### src/core/bpd_defines.svh
`ifndef BPD_DEFINES_SVH
`define BPD_DEFINES_SVH

// clock and reference rates
`define BPD_CLK_PERIOD_NS 8
`define BPD_CLK_MHZ 125
`define BPD_REF_MHZ 1
`define BPD_REF_DIV (`BPD_CLK_MHZ / `BPD_REF_MHZ)

// marker pulse width, rounded up to whole cycles
`define BPD_MARK_NS 600
`define BPD_MARK_CYC ((`BPD_MARK_NS + `BPD_CLK_PERIOD_NS - 1) / `BPD_CLK_PERIOD_NS)

// counter widths and channel layout
`define BPD_CNT_W 13
`define BPD_PRE_W 4
`define BPD_DISC_N 2
`define BPD_NCHAN 9
`define BPD_SYNC_CHAN 8
`define BPD_CYC_W 8

`endif

### src/core/bpd_pkg.sv
package bpd_pkg;
   `include "bpd_defines.svh"

   typedef logic [`BPD_NCHAN-1:0][`BPD_CNT_W-1:0] bpd_lim_t;

   // operator configuration
   typedef struct packed {
      logic use_pre;
      logic [1:0] pre_sel;
      logic [2:0] cyc_sel;
      logic [2:0] scale_sel;
      bpd_lim_t lo_lim;
      bpd_lim_t hi_lim;
   } bpd_cfg_s;

   // recognition results
   typedef struct packed {
      logic [`BPD_NCHAN-1:0] chan;
      logic [2:0] code;
      logic code_ok;
      logic err;
   } bpd_res_s;

   typedef enum logic [3:0] {
      BPD_IDLE = 4'h1,
      BPD_DISCARD = 4'h2,
      BPD_COUNT = 4'h4,
      BPD_SAMPLE = 4'h8
   } bpd_state_e;

   typedef struct packed {
      logic s1;
      logic s2;
      logic s3;
      logic edge_p;
      logic mark;
      logic [6:0] cnt;
   } bpd_mark_s;

   typedef struct packed {
      bpd_state_e st;
      logic busy;
      logic [6:0] ref_div;
      logic ref_tick;
      logic [1:0] disc;
      logic [`BPD_CYC_W-1:0] cyc;
      logic [`BPD_PRE_W-1:0] pre;
      logic [`BPD_CNT_W-1:0] per;
      logic [`BPD_NCHAN-1:0] lo;
      logic [`BPD_NCHAN-1:0] hi;
      logic samp;
      bpd_res_s res;
   } bpd_core_s;
endpackage : bpd_pkg

### src/core/bpd_marker.sv
`timescale 1ns/1ps
`include "bpd_defines.svh"
module bpd_marker
   import bpd_pkg::*;
(
   input wire logic CLK,
   input wire logic ARST_N,
   input wire logic SIG_IN,
   output logic EDGE,
   output logic MARK
);
   bpd_mark_s r_ff;
   bpd_mark_s nxt_r;
   localparam logic [6:0] MARK_LAST = 7'(`BPD_MARK_CYC - 1);

   // two-stage synchroniser, then edge detect on the settled stages
   always_comb begin
      nxt_r = r_ff;
      nxt_r.s1 = SIG_IN;
      nxt_r.s2 = r_ff.s1;
      nxt_r.s3 = r_ff.s2;
      nxt_r.edge_p = r_ff.s2 & ~r_ff.s3;
      // fixed-width marker; an edge inside a marker is not restretched
      if (r_ff.mark) begin
         if (r_ff.cnt == 7'h00) begin
            nxt_r.mark = 1'b0;
         end else begin
            nxt_r.cnt = r_ff.cnt - 7'h01;
         end
      end else if (r_ff.s2 & ~r_ff.s3) begin
         nxt_r.mark = 1'b1;
         nxt_r.cnt = MARK_LAST;
      end
   end

   always_ff @(posedge CLK or negedge ARST_N) begin
      if (!ARST_N) begin
         r_ff <= '0;
      end else begin
         r_ff <= nxt_r;
      end
   end

   assign EDGE = r_ff.edge_p;
   assign MARK = r_ff.mark;
endmodule : bpd_marker

### src/core/bpd_top.sv
`timescale 1ns/1ps
`include "bpd_defines.svh"
// Behaviour
// - one 0.6 us marker pulse per rising edge of the conditioned input.
// - period measured by counting 1 MHz reference ticks between markers.
// - two-bit counter discards the first two markers of each burst.
// - gate stays open for exactly the selected number of input cycles.
// - accumulated count over selected cycles gives mean period in microseconds.
// - 13-bit period counter, selectable output bits scale to one cycle.
// - eighteen limit flags, an upper and lower pair per channel.
// - a limit flag sets once the count passes its threshold, then stays.
// - one sample pulse samples all limit flags when counting ends.
// - channel flag set only when lower passed and upper not; else unchanged.
// - channel eight is sync, channels zero to seven are data.
// - optional four-bit prescaler divides reference by 2, 4, 8 or 16.
// - configuration picks prescaling, limits and cycle count; device honours it.
// - error flag when the burst lies outside every channel band.
// - data channel flags encoded as a three-bit binary value.
module bpd_top
   import bpd_pkg::*;
#(
   parameter int CNT_W = `BPD_CNT_W,
   parameter int NCHAN = `BPD_NCHAN
) (
   input wire logic CLK,
   input wire logic ARST_N,
   input wire logic SUB_IN,
   input wire logic START,
   input wire bpd_cfg_s CFG,
   output logic MARKER,
   output logic BUSY,
   output logic SAMPLE,
   output logic [NCHAN-1:0] LO_FLAGS,
   output logic [NCHAN-1:0] HI_FLAGS,
   output bpd_res_s RESULT
);
   localparam logic [6:0] REF_LAST = 7'(`BPD_REF_DIV - 1);
   localparam logic [1:0] DISC_LAST = 2'(`BPD_DISC_N);

   bpd_core_s r_ff;
   bpd_core_s nxt_r;
   logic edge_p;

   // input conditioning and marker generation
   bpd_marker u_marker (
      .CLK(CLK),
      .ARST_N(ARST_N),
      .SIG_IN(SUB_IN),
      .EDGE(edge_p),
      .MARK(MARKER)
   );

   // thresholds passed by the scaled count, shared by both limit banks
   function automatic logic [NCHAN-1:0] over(input logic [CNT_W-1:0] val, input bpd_lim_t lim);
      logic [NCHAN-1:0] o;
      o = '0;
      for (int i = 0; i < NCHAN; i++) begin
         o[i] = val > lim[i];
      end
      return o;
   endfunction : over

   logic [CNT_W-1:0] scaled;
   logic [3:0] pre_mask;
   logic cnt_tick;
   logic [8:0] cyc_target;
   logic [NCHAN-1:0] lo_now;
   logic [NCHAN-1:0] hi_now;
   logic [NCHAN-1:0] in_band;
   logic [NCHAN-1:0] chan_new;

   // period scaling and clock selection
   always_comb begin
      scaled = r_ff.per >> CFG.scale_sel;
      pre_mask = 4'hF >> (2'h3 - CFG.pre_sel);
      // prescaled tick fires when the selected stage and those below roll over
      cnt_tick = r_ff.ref_tick & (~CFG.use_pre | (&(r_ff.pre | ~pre_mask)));
      cyc_target = 9'h001 << CFG.cyc_sel;
      lo_now = r_ff.lo | over(scaled, CFG.lo_lim);
      hi_now = r_ff.hi | over(scaled, CFG.hi_lim);
      in_band = lo_now & ~hi_now;
      chan_new = r_ff.res.chan | in_band;
   end

   // sequencing, counting and recognition
   always_comb begin
      nxt_r = r_ff;
      nxt_r.samp = 1'b0;
      // free-running 1 MHz reference derived from the system clock
      nxt_r.ref_tick = 1'b0;
      if (r_ff.ref_div == REF_LAST) begin
         nxt_r.ref_div = 7'h00;
         nxt_r.ref_tick = 1'b1;
      end else begin
         nxt_r.ref_div = r_ff.ref_div + 7'h01;
      end
      if (START) begin
         // restart wins over any analysis in flight
         nxt_r.st = BPD_DISCARD;
         nxt_r.disc = 2'h0;
         nxt_r.cyc = '0;
         nxt_r.per = '0;
         nxt_r.pre = '0;
         nxt_r.lo = '0;
         nxt_r.hi = '0;
         nxt_r.res = '0;
      end else begin
         case (r_ff.st)
            BPD_IDLE: begin
               nxt_r.st = BPD_IDLE;
            end
            BPD_DISCARD: begin
               // first two markers may be partial cycles; the third opens the gate
               if (edge_p) begin
                  if (r_ff.disc == DISC_LAST) begin
                     nxt_r.st = BPD_COUNT;
                  end else begin
                     nxt_r.disc = r_ff.disc + 2'h1;
                  end
               end
            end
            BPD_COUNT: begin
               // gate open: reference reaches the counters
               if (r_ff.ref_tick) begin
                  nxt_r.pre = r_ff.pre + 4'h1;
               end
               // saturate so a slow burst cannot wrap back into a band
               if (cnt_tick && !(&r_ff.per)) begin
                  nxt_r.per = r_ff.per + 13'(1);
               end
               nxt_r.lo = lo_now;
               nxt_r.hi = hi_now;
               if (edge_p) begin
                  nxt_r.cyc = r_ff.cyc + 8'h01;
                  if (9'(r_ff.cyc) + 9'h001 == cyc_target) begin
                     nxt_r.st = BPD_SAMPLE;
                  end
               end
            end
            BPD_SAMPLE: begin
               // one sample pulse looks at all eighteen flags at once
               nxt_r.lo = lo_now;
               nxt_r.hi = hi_now;
               nxt_r.samp = 1'b1;
               nxt_r.res.chan = chan_new;
               nxt_r.res.err = ~|in_band;
               nxt_r.res.code_ok = 1'b0;
               nxt_r.res.code = 3'h0;
               // lowest data channel wins; sync channel carries no code
               for (int i = `BPD_SYNC_CHAN - 1; i >= 0; i--) begin
                  if (chan_new[i]) begin
                     nxt_r.res.code = 3'(i);
                     nxt_r.res.code_ok = 1'b1;
                  end
               end
               nxt_r.st = BPD_IDLE;
            end
            default: begin
               nxt_r.st = BPD_IDLE;
            end
         endcase
      end
      nxt_r.busy = (nxt_r.st != BPD_IDLE);
   end

   // state register
   always_ff @(posedge CLK or negedge ARST_N) begin
      if (!ARST_N) begin
         r_ff <= '0;
         r_ff.st <= BPD_IDLE;
      end else begin
         r_ff <= nxt_r;
      end
   end

   assign BUSY = r_ff.busy;
   assign SAMPLE = r_ff.samp;
   assign LO_FLAGS = r_ff.lo;
   assign HI_FLAGS = r_ff.hi;
   assign RESULT = r_ff.res;

   // each limit flag may only rise once the scaled count has passed its threshold
   for (genvar g = 0; g < NCHAN; g++) begin : g_lim_chk

   end : g_lim_chk
endmodule : bpd_top

### config.mk
export PLATFORM = sky130hd
export DESIGN_NAME = bpd_top
export DESIGN_NICKNAME = d
export VERILOG_FILES = /design/src/core/bpd_pkg.sv /design/src/core/bpd_marker.sv /design/src/core/bpd_top.sv
export VERILOG_INCLUDE_DIRS = /design/src /design/src/core
export SDC_FILE = /design/constraint.sdc
export NUM_CORES = 1
export LEC_CHECK = 0
export ABC_AREA = 1
export BUFFER_PORTS_ARGS = -buffer_cell sky130_fd_sc_hd__clkbuf_2
export CAP_MARGIN = 20
export CORE_MARGIN = 3
export CORE_UTILIZATION = 35
export CTS_CLUSTER_SIZE = 28
export DETAILED_ROUTE_END_ITERATION = 12
export SYNTH_ARGS = -nofsm -noshare
export SYNTH_HDL_FRONTEND = slang
export SYNTH_HIERARCHICAL = 1
export SYNTH_SLANG_ARGS = --single-unit
### constraint.sdc
create_clock -name CLK -period 3.6 [get_ports CLK]
set_input_delay 0.72 -clock CLK [delete_from_list [all_inputs] [get_ports CLK]]
set_output_delay 0.72 -clock CLK [all_outputs]
set_load 0.005 [all_outputs]
# Word-level counts from Yosys, hierarchy flattened
# Cells that the tools add are included.
[word_totals]
register_bits = 85
in_bits = 247
output_inout_bits = 35
word_cells = 124
[classes]
n_addsub = 8
n_lt_le_gt_ge = 18
n_eq_ne = 9
n_shift = 3
n_mux = 32
bitwise_logic = 12
n_reduce_logical = 21
[ops]
columns = ["cell", "n"]
rows = [
  ["greater-than comparator 13 bit", 18],
  ["two-way mux 4 bit", 14],
  ["two-way mux 45 bit", 1],
  ["OR 9 bit", 3],
  ["two-way mux 25 bit", 1],
  ["two-way mux 8 bit", 3],
  ["two-way mux 18 bit", 1],
  ["nonzero test 2 bit", 8],
  ["two-way mux 15 bit", 1],
  ["two-way mux 14 bit", 1],
  ["two-way mux 7 bit", 2],
  ["adder 13 x 1 -> 13 bit, second input constant", 1],
  ["two-way mux 13 bit", 1],
  ["AND reduction 13 bit", 1],
  [">> shifter 13 x 3 -> 13 bit", 1],
  ["adder 8 x 1 -> 9 bit, second input constant", 1],
  ["bitwise AND 9 bit", 1],
  ["== test 9 bit", 1],
  ["inverter 9 bit", 1],
  ["OR reduction 9 bit", 1],
  ["left shift 1 x 3 -> 9 bit, first input constant", 1],
  ["adder 8 x 1 -> 8 bit, second input constant", 1],
  ["one-hot mux 4 bit (2 select lines)", 1],
  ["AND reduction 2 bit", 4],
  ["other kinds (26)", 34],
]

# Logic depth before layout (Yosys ltp)
# Gate-level depths: netlist of the first run.
[depth]
word_depth = 16
mapped_depth = 26
mapped_depth_nobuf = 25

# By module
# The synthesis of the first run kept the hierarchy.
[by_module_without_submodules]
columns = ["mod", "n_inst", "cells_each", "area_per_inst_um2"]
rows = [
  ["bpd_top", 1, 1506, 10266.1],
  ["bpd_marker", 1, 65, 600.6],
]

# Worst setup path after synthesis of the first run
# Ideal clock, no wire load.
[synth_path]
kind = "input to register"
startpoint = "input CFG[234] (netlist name)"
endpoint = "register r_ff, in the netlist RESULT[2]"
setup_ns = 0.116
t_arrival_ns = 3.771
required_time_ns = 3.484
setup_slack_ns = -0.288
cell_stages = 22
n_path_buf = 1
path_cell_list = "clkbuf_1 > nand2_1 > o21ai_0 > mux2i_1 > o21ai_0 > ha_1 > a21oi_1 > o21ai_1 > a21oi_1 > nand2_1 > nand2_1 > nand2_1 > nand2_1 > nand2_1 > inv_2 > nand2_1 > nand2_1 > nand2_1 > nand2_1 > nand2_1 > nand2_1 > nand2_1"
[synth_via]
elab_chain_cells = 16
elab_cells_between_ends = 32
classes_between = "16 x order compare; 1 x shift; 10 x mux; 5 x bitwise"
[synth_rtl]
columns = ["element", "line", "source"]
rows = [
  ["start, declared", "bpd_top.sv:29", "input wire bpd_cfg_s CFG,"],
  [">> shifter 13 x 3 -> 13 bit *", "bpd_top.sv:74", "scaled = r_ff.per >> CFG.scale_sel;"],
  ["greater-than comparator 13 bit", "bpd_top.sv:58", "o[i] = val > lim[i];"],
  ["OR 9 bit", "bpd_top.sv:80", "hi_now = r_ff.hi | over(scaled, CFG.hi_lim);"],
  ["inverter 9 bit", "bpd_top.sv:81", "in_band = lo_now & ~hi_now;"],
  ["bitwise AND 9 bit *", "bpd_top.sv:81", ""],
  ["OR 9 bit *", "bpd_top.sv:82", "chan_new = r_ff.res.chan | in_band;"],
  ["two-way mux 4 bit (7 in a row)", "bpd_top.sv:151", "if (chan_new[i]) begin"],
  ["two-way mux 4 bit *", "bpd_top.sv:151", ""],
  ["two-way mux 15 bit *", "bpd_top.sv:108", "case (r_ff.st)"],
  ["two-way mux 14 bit *", "bpd_top.sv:97", "if (START) begin"],
  ["end signal, assigned", "bpd_top.sv:172", "r_ff <= nxt_r;"],
  ["end, declared", "bpd_top.sv:40", "bpd_core_s r_ff;"],
]
# Mark *: on every way between the ends. The rest lies on a longest branch, timed or not. The select of a mux whose other input is x is not followed.
# A chain may end at the register's enable or synchronous reset.

# Worst setup path in the final report of the first run
[layout_path]
startpoint = "input CFG[234] (netlist name)"
endpoint = "register r_ff, in the netlist RESULT[1]"
# The elaborated chain is that of the path after synthesis.

==> run metrics, run 1 <==
status finished, final reports clean; RD Place Congestion 0.873; Worst Hold Class in -> async; TritonRoute pass-1 iters 5; PwrDens 227 mW/mm²; htree depth 3; Routed Antenna Nets 0; share of synthesized registers carrying an async set or reset 1.00; Post-Syn Area per Cell 6.92 µm²; Worst Skew 0.00471 ns; Final Non-Filler Cells 2251; WL final 34600 µm; clock tree from TritonCTS done; GRT Max-Usage Layer met2; Syn Nets 2060; post-synth top area share 0.279; die area 0.0332 mm²; Area Overhead vs Synth 22.1%; Core Rows 63; family with the most delay on the worst path compound AO/OA/AOI/OAI gates; met2 GRT Util 0.376; Core Util, Final 0.441; initial core utilization 0.361; commonest cells in the netlist inv_1 (344), nand2_1 (281), ha_1 (242), a21oi_1 (147), dfrtp_1 (84); post-layout min period 3.28 ns; Synth Cell Area about 0.011 mm²; # port buffers 281; total global routing track utilization 0.204; drt drc 0; Max FO, Critical Path 15; initial antenna violation count 4; first-pass GRT wire length 54100 µm; DRT iter0 DRCs 463; slowest cell on the critical path o41ai_1; Final Worst Setup Slack ~0.32 ns; CP required 3.84 ns; routed len/inst 15.4 µm; Post-layout nets 2344; Placed Area 0.0130 mm²; clk_lat worst skew 0.35 ns; layout cells sized above 1 0.215; Warnings, synthesis 6; clock buffer depth 2; Clock Root Buffer clkbuf_16; Synth area leaders ha_1 (28%), dfrtp_1 (19%), inv_1 (12%); maximum number of pins on one net before global-route repair 80; Cell variety after synth 49; M1 GR Usage 0.241; post_cts resized 0; worst-case reg-to-reg path depth 15; reg-to-reg setup timing slack 0.42 ns; Hold Slack 0.173 ns; Die Wd 182 µm; worst-margin pin slew 0.665 ns; CP dominant cell by count nand2_1; setup bufs post-CTS 0; peak supply drop 322 µV; Setup Crit Path Kind in -> reg; dpl hpwl 28800 µm; Synth Instances roughly 1600; gr ovfl total 0; kind of end point of the critical path register; pre-CTS setup slack -0.0906 ns; clk slew on worst S/H paths 0.07 ns; reg-to-reg critical path endpoint RESULT[1]; Fmax 305 MHz; # setup viols final 0; Die Y 182 µm; ys flop type dfrtp_1; CP startpoint kind primary input; worst-path cell chain clkbuf_2 > o21ai_0 > mux2i_1 > o21ai_2 > buf_12 > ha_1 > nand2_1 > inv_1 > nand3_1 > o41ai_1 > nand2_1 > a21oi_1 > nand3b_1 > nand2_1 > nand3_1; met3 Resource Use GR 0.0373; leakage 8.03 nW; vias in the first global route 10773; period utilisation layout 0.910; Vias 10928; number of flops mapped to enable cells by yosys 0; placed cell count 2234; max cap viols 0; post-synth top area cell ha_1; sequential share of the synthesized area 0.196; cts-stage hold buffer count 0; cts bufs inserted 9; io pins 282; Final Max Slew Viols 0; fin area 0.0133 mm²; Final Hold Viols 0; CP Buf/Inv Count 3; core region area 0.0301 mm²; count leader, synth inv_1; Worst R2R Start r_ff[42]; Crit path largest cell delay approximately 0.47 ns; Worst slew margin 0.557; vias per cell 4.85; #FFs+latches synth 85; unrepaired setup endpoints after global routing no; Critical Path AT 3.51 ns; CTS Sinks 85
cell families (layout without fill, tap and decap cells):
group	after synthesis	in the layout	synth area share
simple gates	535	535	0.221
mux	6	6	0.00553
flops	85	85	0.196
other cells	0	1	0
buf+inv	417	706	0.156
fa+ha+maj	242	242	0.279
compound gates	275	275	0.135
xor+xnor	11	11	0.00887
sequential cells by signal, indices dropped and copies added (netlist names):
signal and cells:
u_marker/r_ff 8, RESULT 14, u_marker/nxt_r 2, SAMPLE 1
BUSY 1, LO_FLAGS 9, u_marker/EDGE 1, u_marker/MARK 1
HI_FLAGS 9, r_ff 39
layout make-up:
class,count,area [µm²]
clock inverters,7,66.3
multi-input cells,1069,7120
inverters,374,1410
flip-flops and latches,85,2130
diodes,1,2.50
repair buffers,316,1830
well taps,390,488
fillers,3183,16800
clock buffers,9,225
cell usage in the layout (no fill, tap or decap), drive strengths merged, types with 2 or more instances in the layout:
master	n
nor4	2
a21oi	148
o31ai	5
xor2	10
nor2	82
clkinv	6
o21ai	93
ha	242
nand2	292
dfrtp	84
nand3b	8
and3	2
nor3b	3
o221ai	3
mux2i	6
nor3	36
o22ai	12
buf	36
a21o	2
nand3	80
inv	375
nand4	29
o41ai	3
clkbuf	289
a31oi	3
power breakdown:
part	switching, W	internal [W]	leakage (nW)
sequential	0.0000458	0.00101	1.13
clock	0.000440	0.000486	0.144
combinational	0.000610	0.000425	6.75
total	0.00110	0.00192	8.03
through the flow:
stage | TNS (ns) | power, W
floorplan | 0 | 0.00171
global placement | -0.102 | 0.00208
detailed placement | -0.109 | 0.00211
CTS | 0 | 0.00306
global route | 0 | 0.00325
finish | 0 | 0.00302
worst max path at each step:
stage	cells after the start	slack (ns)	start	end
after global placement	13	-0.08	CFG[234]	RESULT[1]
after floorplan	18	0.01	CFG[234]	RESULT[1]
final	15	0.32	CFG[234]	RESULT[1]
after CTS	15	0.31	CFG[234]	RESULT[1]
after detailed placement	15	-0.09	CFG[234]	RESULT[1]
after global routing	16	0.03	CFG[234]	RESULT[1]
layer usage:
layer	routed length [µm]	share of wire
met5	50	0.0014
met3	2120	0.061
met2	17400	0.50
met4	869	0.025
met1	14200	0.41
No activity file was read; power rests on OpenSTA's default activity.
==> run 2, diff against run 1 <==
--- a/config.mk
+++ b/config.mk
@@ -7,7 +7,7 @@
 export NUM_CORES = 1
 export LEC_CHECK = 0
 export ABC_AREA = 1
-export BUFFER_PORTS_ARGS = -buffer_cell sky130_fd_sc_hd__clkbuf_2
+export BUFFER_PORTS_ARGS = -buffer_cell sky130_fd_sc_hd__buf_4
 export CAP_MARGIN = 20
 export CORE_MARGIN = 3
 export CORE_UTILIZATION = 35
==> run metrics, run 2 (synthesized netlist as in run 1, its figures left out) <==
unrepaired setup endpoints after global routing no; # port buffers 281; commonest non-fill, non-tap cell in the layout inv_1; Critical Path AT around 3.5 ns; vias per cell 4.88; fin area about 0.014 mm²; reg-to-reg critical path endpoint RESULT[1]; Core Rows 63; area of the multi-input gates 0.00713 mm²; worst-path cell chain buf_4 > buf_4 > o21ai_0 > nand2_1 > o21ai_0 > mux2i_4 > buf_12 > ha_1 > nand3_1 > o41ai_1 > nand2_1 > nand2_1 > nand2_1 > nand3b_1 > nand2_1 > nand3_1; kind of end point of the critical path register; Setup Crit Path Kind in -> reg; cts bufs inserted 9; CP dominant cell by count nand2_1; Clock Power Share 0.296; total global routing track utilization 0.210; Routed Antenna Nets 0; combinational power share 0.360; cts-stage hold buffer count 0; reg-to-reg setup timing slack ~0.44 ns; Worst Hold Class in -> async; Final Hold Viols 0; RD Place Congestion 0.855; ANT cells 0; Worst slew margin 0.347; leakage just over 8 nW; # setup viols final 0; max cap viols 0; vias in the first global route 10792; Placed Area 0.0137 mm²; Area Overhead vs Synth 28.9%; Reg power frac 0.344; initial antenna violation count 0; routed len/inst 15.8 µm; htree depth 3; Worst R2R Start r_ff[43]; PwrDens around 220 mW/mm²; Vias roughly 11000; total internal power 0.00199 W; status finished, final reports clean; Crit path largest cell delay 0.54 ns; period utilisation layout 0.914; Core Util, Final 0.465; initial core utilization 0.361; Post-layout nets ~2400; WL final 35600 µm; dpl hpwl 29400 µm; worst-case reg-to-reg path depth 20; drt drc 0; Clock Root Buffer clkbuf_16; Final Max Slew Viols 0; clock tree from TritonCTS done; Largest register FFs 39; Hold Slack 0.360 ns; maximum number of pins on one net before global-route repair 44; worst-margin pin slew 0.978 ns; Largest Register r_ff; CP startpoint kind primary input; core region area 0.0301 mm²; CTS Sinks between 80 and 90; io pins 282; slowest cell on the critical path o41ai_1; CP Buf/Inv Count 3; Die Wd 182 µm; first-pass GRT wire length 55200 µm; CP required about 3.8 ns; clk_lat worst skew approximately 0.35 ns; most frequent cells in the layout inv_1 (344), buf_4 (315), nand2_1 (281), ha_1 (242), a21oi_1 (147); die area 0.0332 mm²; DRT iter0 DRCs 441; gr ovfl total 0; switching portion of total power 0.352; peak supply drop 370 µV; TritonRoute pass-1 iters 7; Fmax 304 MHz; Max FO, Critical Path 14; Die Y 182 µm; Layout fillers 3100; post-layout min period between 3 and 4 ns; Switch Pwr 0.00108 W; register area 0.00213 mm²; Worst Skew roughly 0.008 ns; layout cells sized above 1 0.219; family with the most delay on the worst path compound AO/OA/AOI/OAI gates; clk slew on worst S/H paths 0.07 ns; clock buffer depth 2
-- run 2: cell count changes in the layout (fill, tap and decap cells not counted), sizes merged --
cell / change
buf: +289
clkbuf: -280
clkinv: -3
clkinvlp: +2
diode: -1
inv: +1
-- run 2: worst reg2reg max path: cells and delay by family, from the launching register on --
family	cells	cell delay, ns
DFF	1	0.40
adders and majority gates	1	0.29
buffers and inverters	4	0.62
and+or+nand+nor	10	0.99
AOI/OAI and AO/OA	5	0.75
-- run 2: worst max-delay path by stage --
stage / start / end / slack (ns) / cells after the start
floorplan: CFG[234] / RESULT[1] / 0.01 / 18
global placement: CFG[234] / RESULT[1] / -0.19 / 18
detailed placement: CFG[234] / RESULT[1] / -0.27 / 18
CTS: CFG[234] / RESULT[1] / 0.09 / 18
global route: CFG[234] / RESULT[1] / 0.002 / 20
finish: CFG[234] / RESULT[1] / 0.31 / 16
-- run 2: layout make-up --
type / count / area share
well taps: 390 / 0.0348
clock buffers: 9 / 0.0161
clock inverters: 7 / 0.00455
flip-flops and latches: 85 / 0.152
multi-input cells: 1069 / 0.509
repair buffers: 325 / 0.183
inverters: 374 / 0.101
-- run 2: per-layer routing --
metal  vias to the layer above  track usage  routed length, µm
met5                         -            0                  0
met4                         0       0.0719               1190
met3                        56       0.0383               2120
met2                       286        0.381              17500
met1                      5010        0.249              14700
li1                       5679            -                  -
-- run 2: timing repair --
action,4_1_cts,5_1_grt
setup endpoints to repair,0,5
resized for setup,0,2
setup buffers,0,5
-- run 2: power groups by stage --
stage	clock, W	sequential, W	combinational [W]
final	0.000911	0.00106	0.00111
after global routing	0.000977	0.00107	0.00128
after CTS	0.000940	0.00106	0.00112
after detailed placement	0	0.00108	0.00111
after global placement	0	0.00107	0.00109
after floorplan	0	0.00107	0.000641
-- run 2: metrics by stage --
| step | setup TNS (ns) | instances | setup slack, ns | total power, W |
|---|---|---|---|---|
| after floorplan | 0 | 1571 | 0.0136 | 0.00171 |
| after global placement | -0.717 | 2238 | -0.188 | 0.00216 |
| after detailed placement | -1.06 | 2238 | -0.273 | 0.00219 |
| after CTS | 0 | 2254 | 0.0913 | 0.00311 |
| after global routing | 0 | 2259 | 0.00171 | 0.00332 |
| final | 0 | 2259 | 0.311 | 0.00308 |
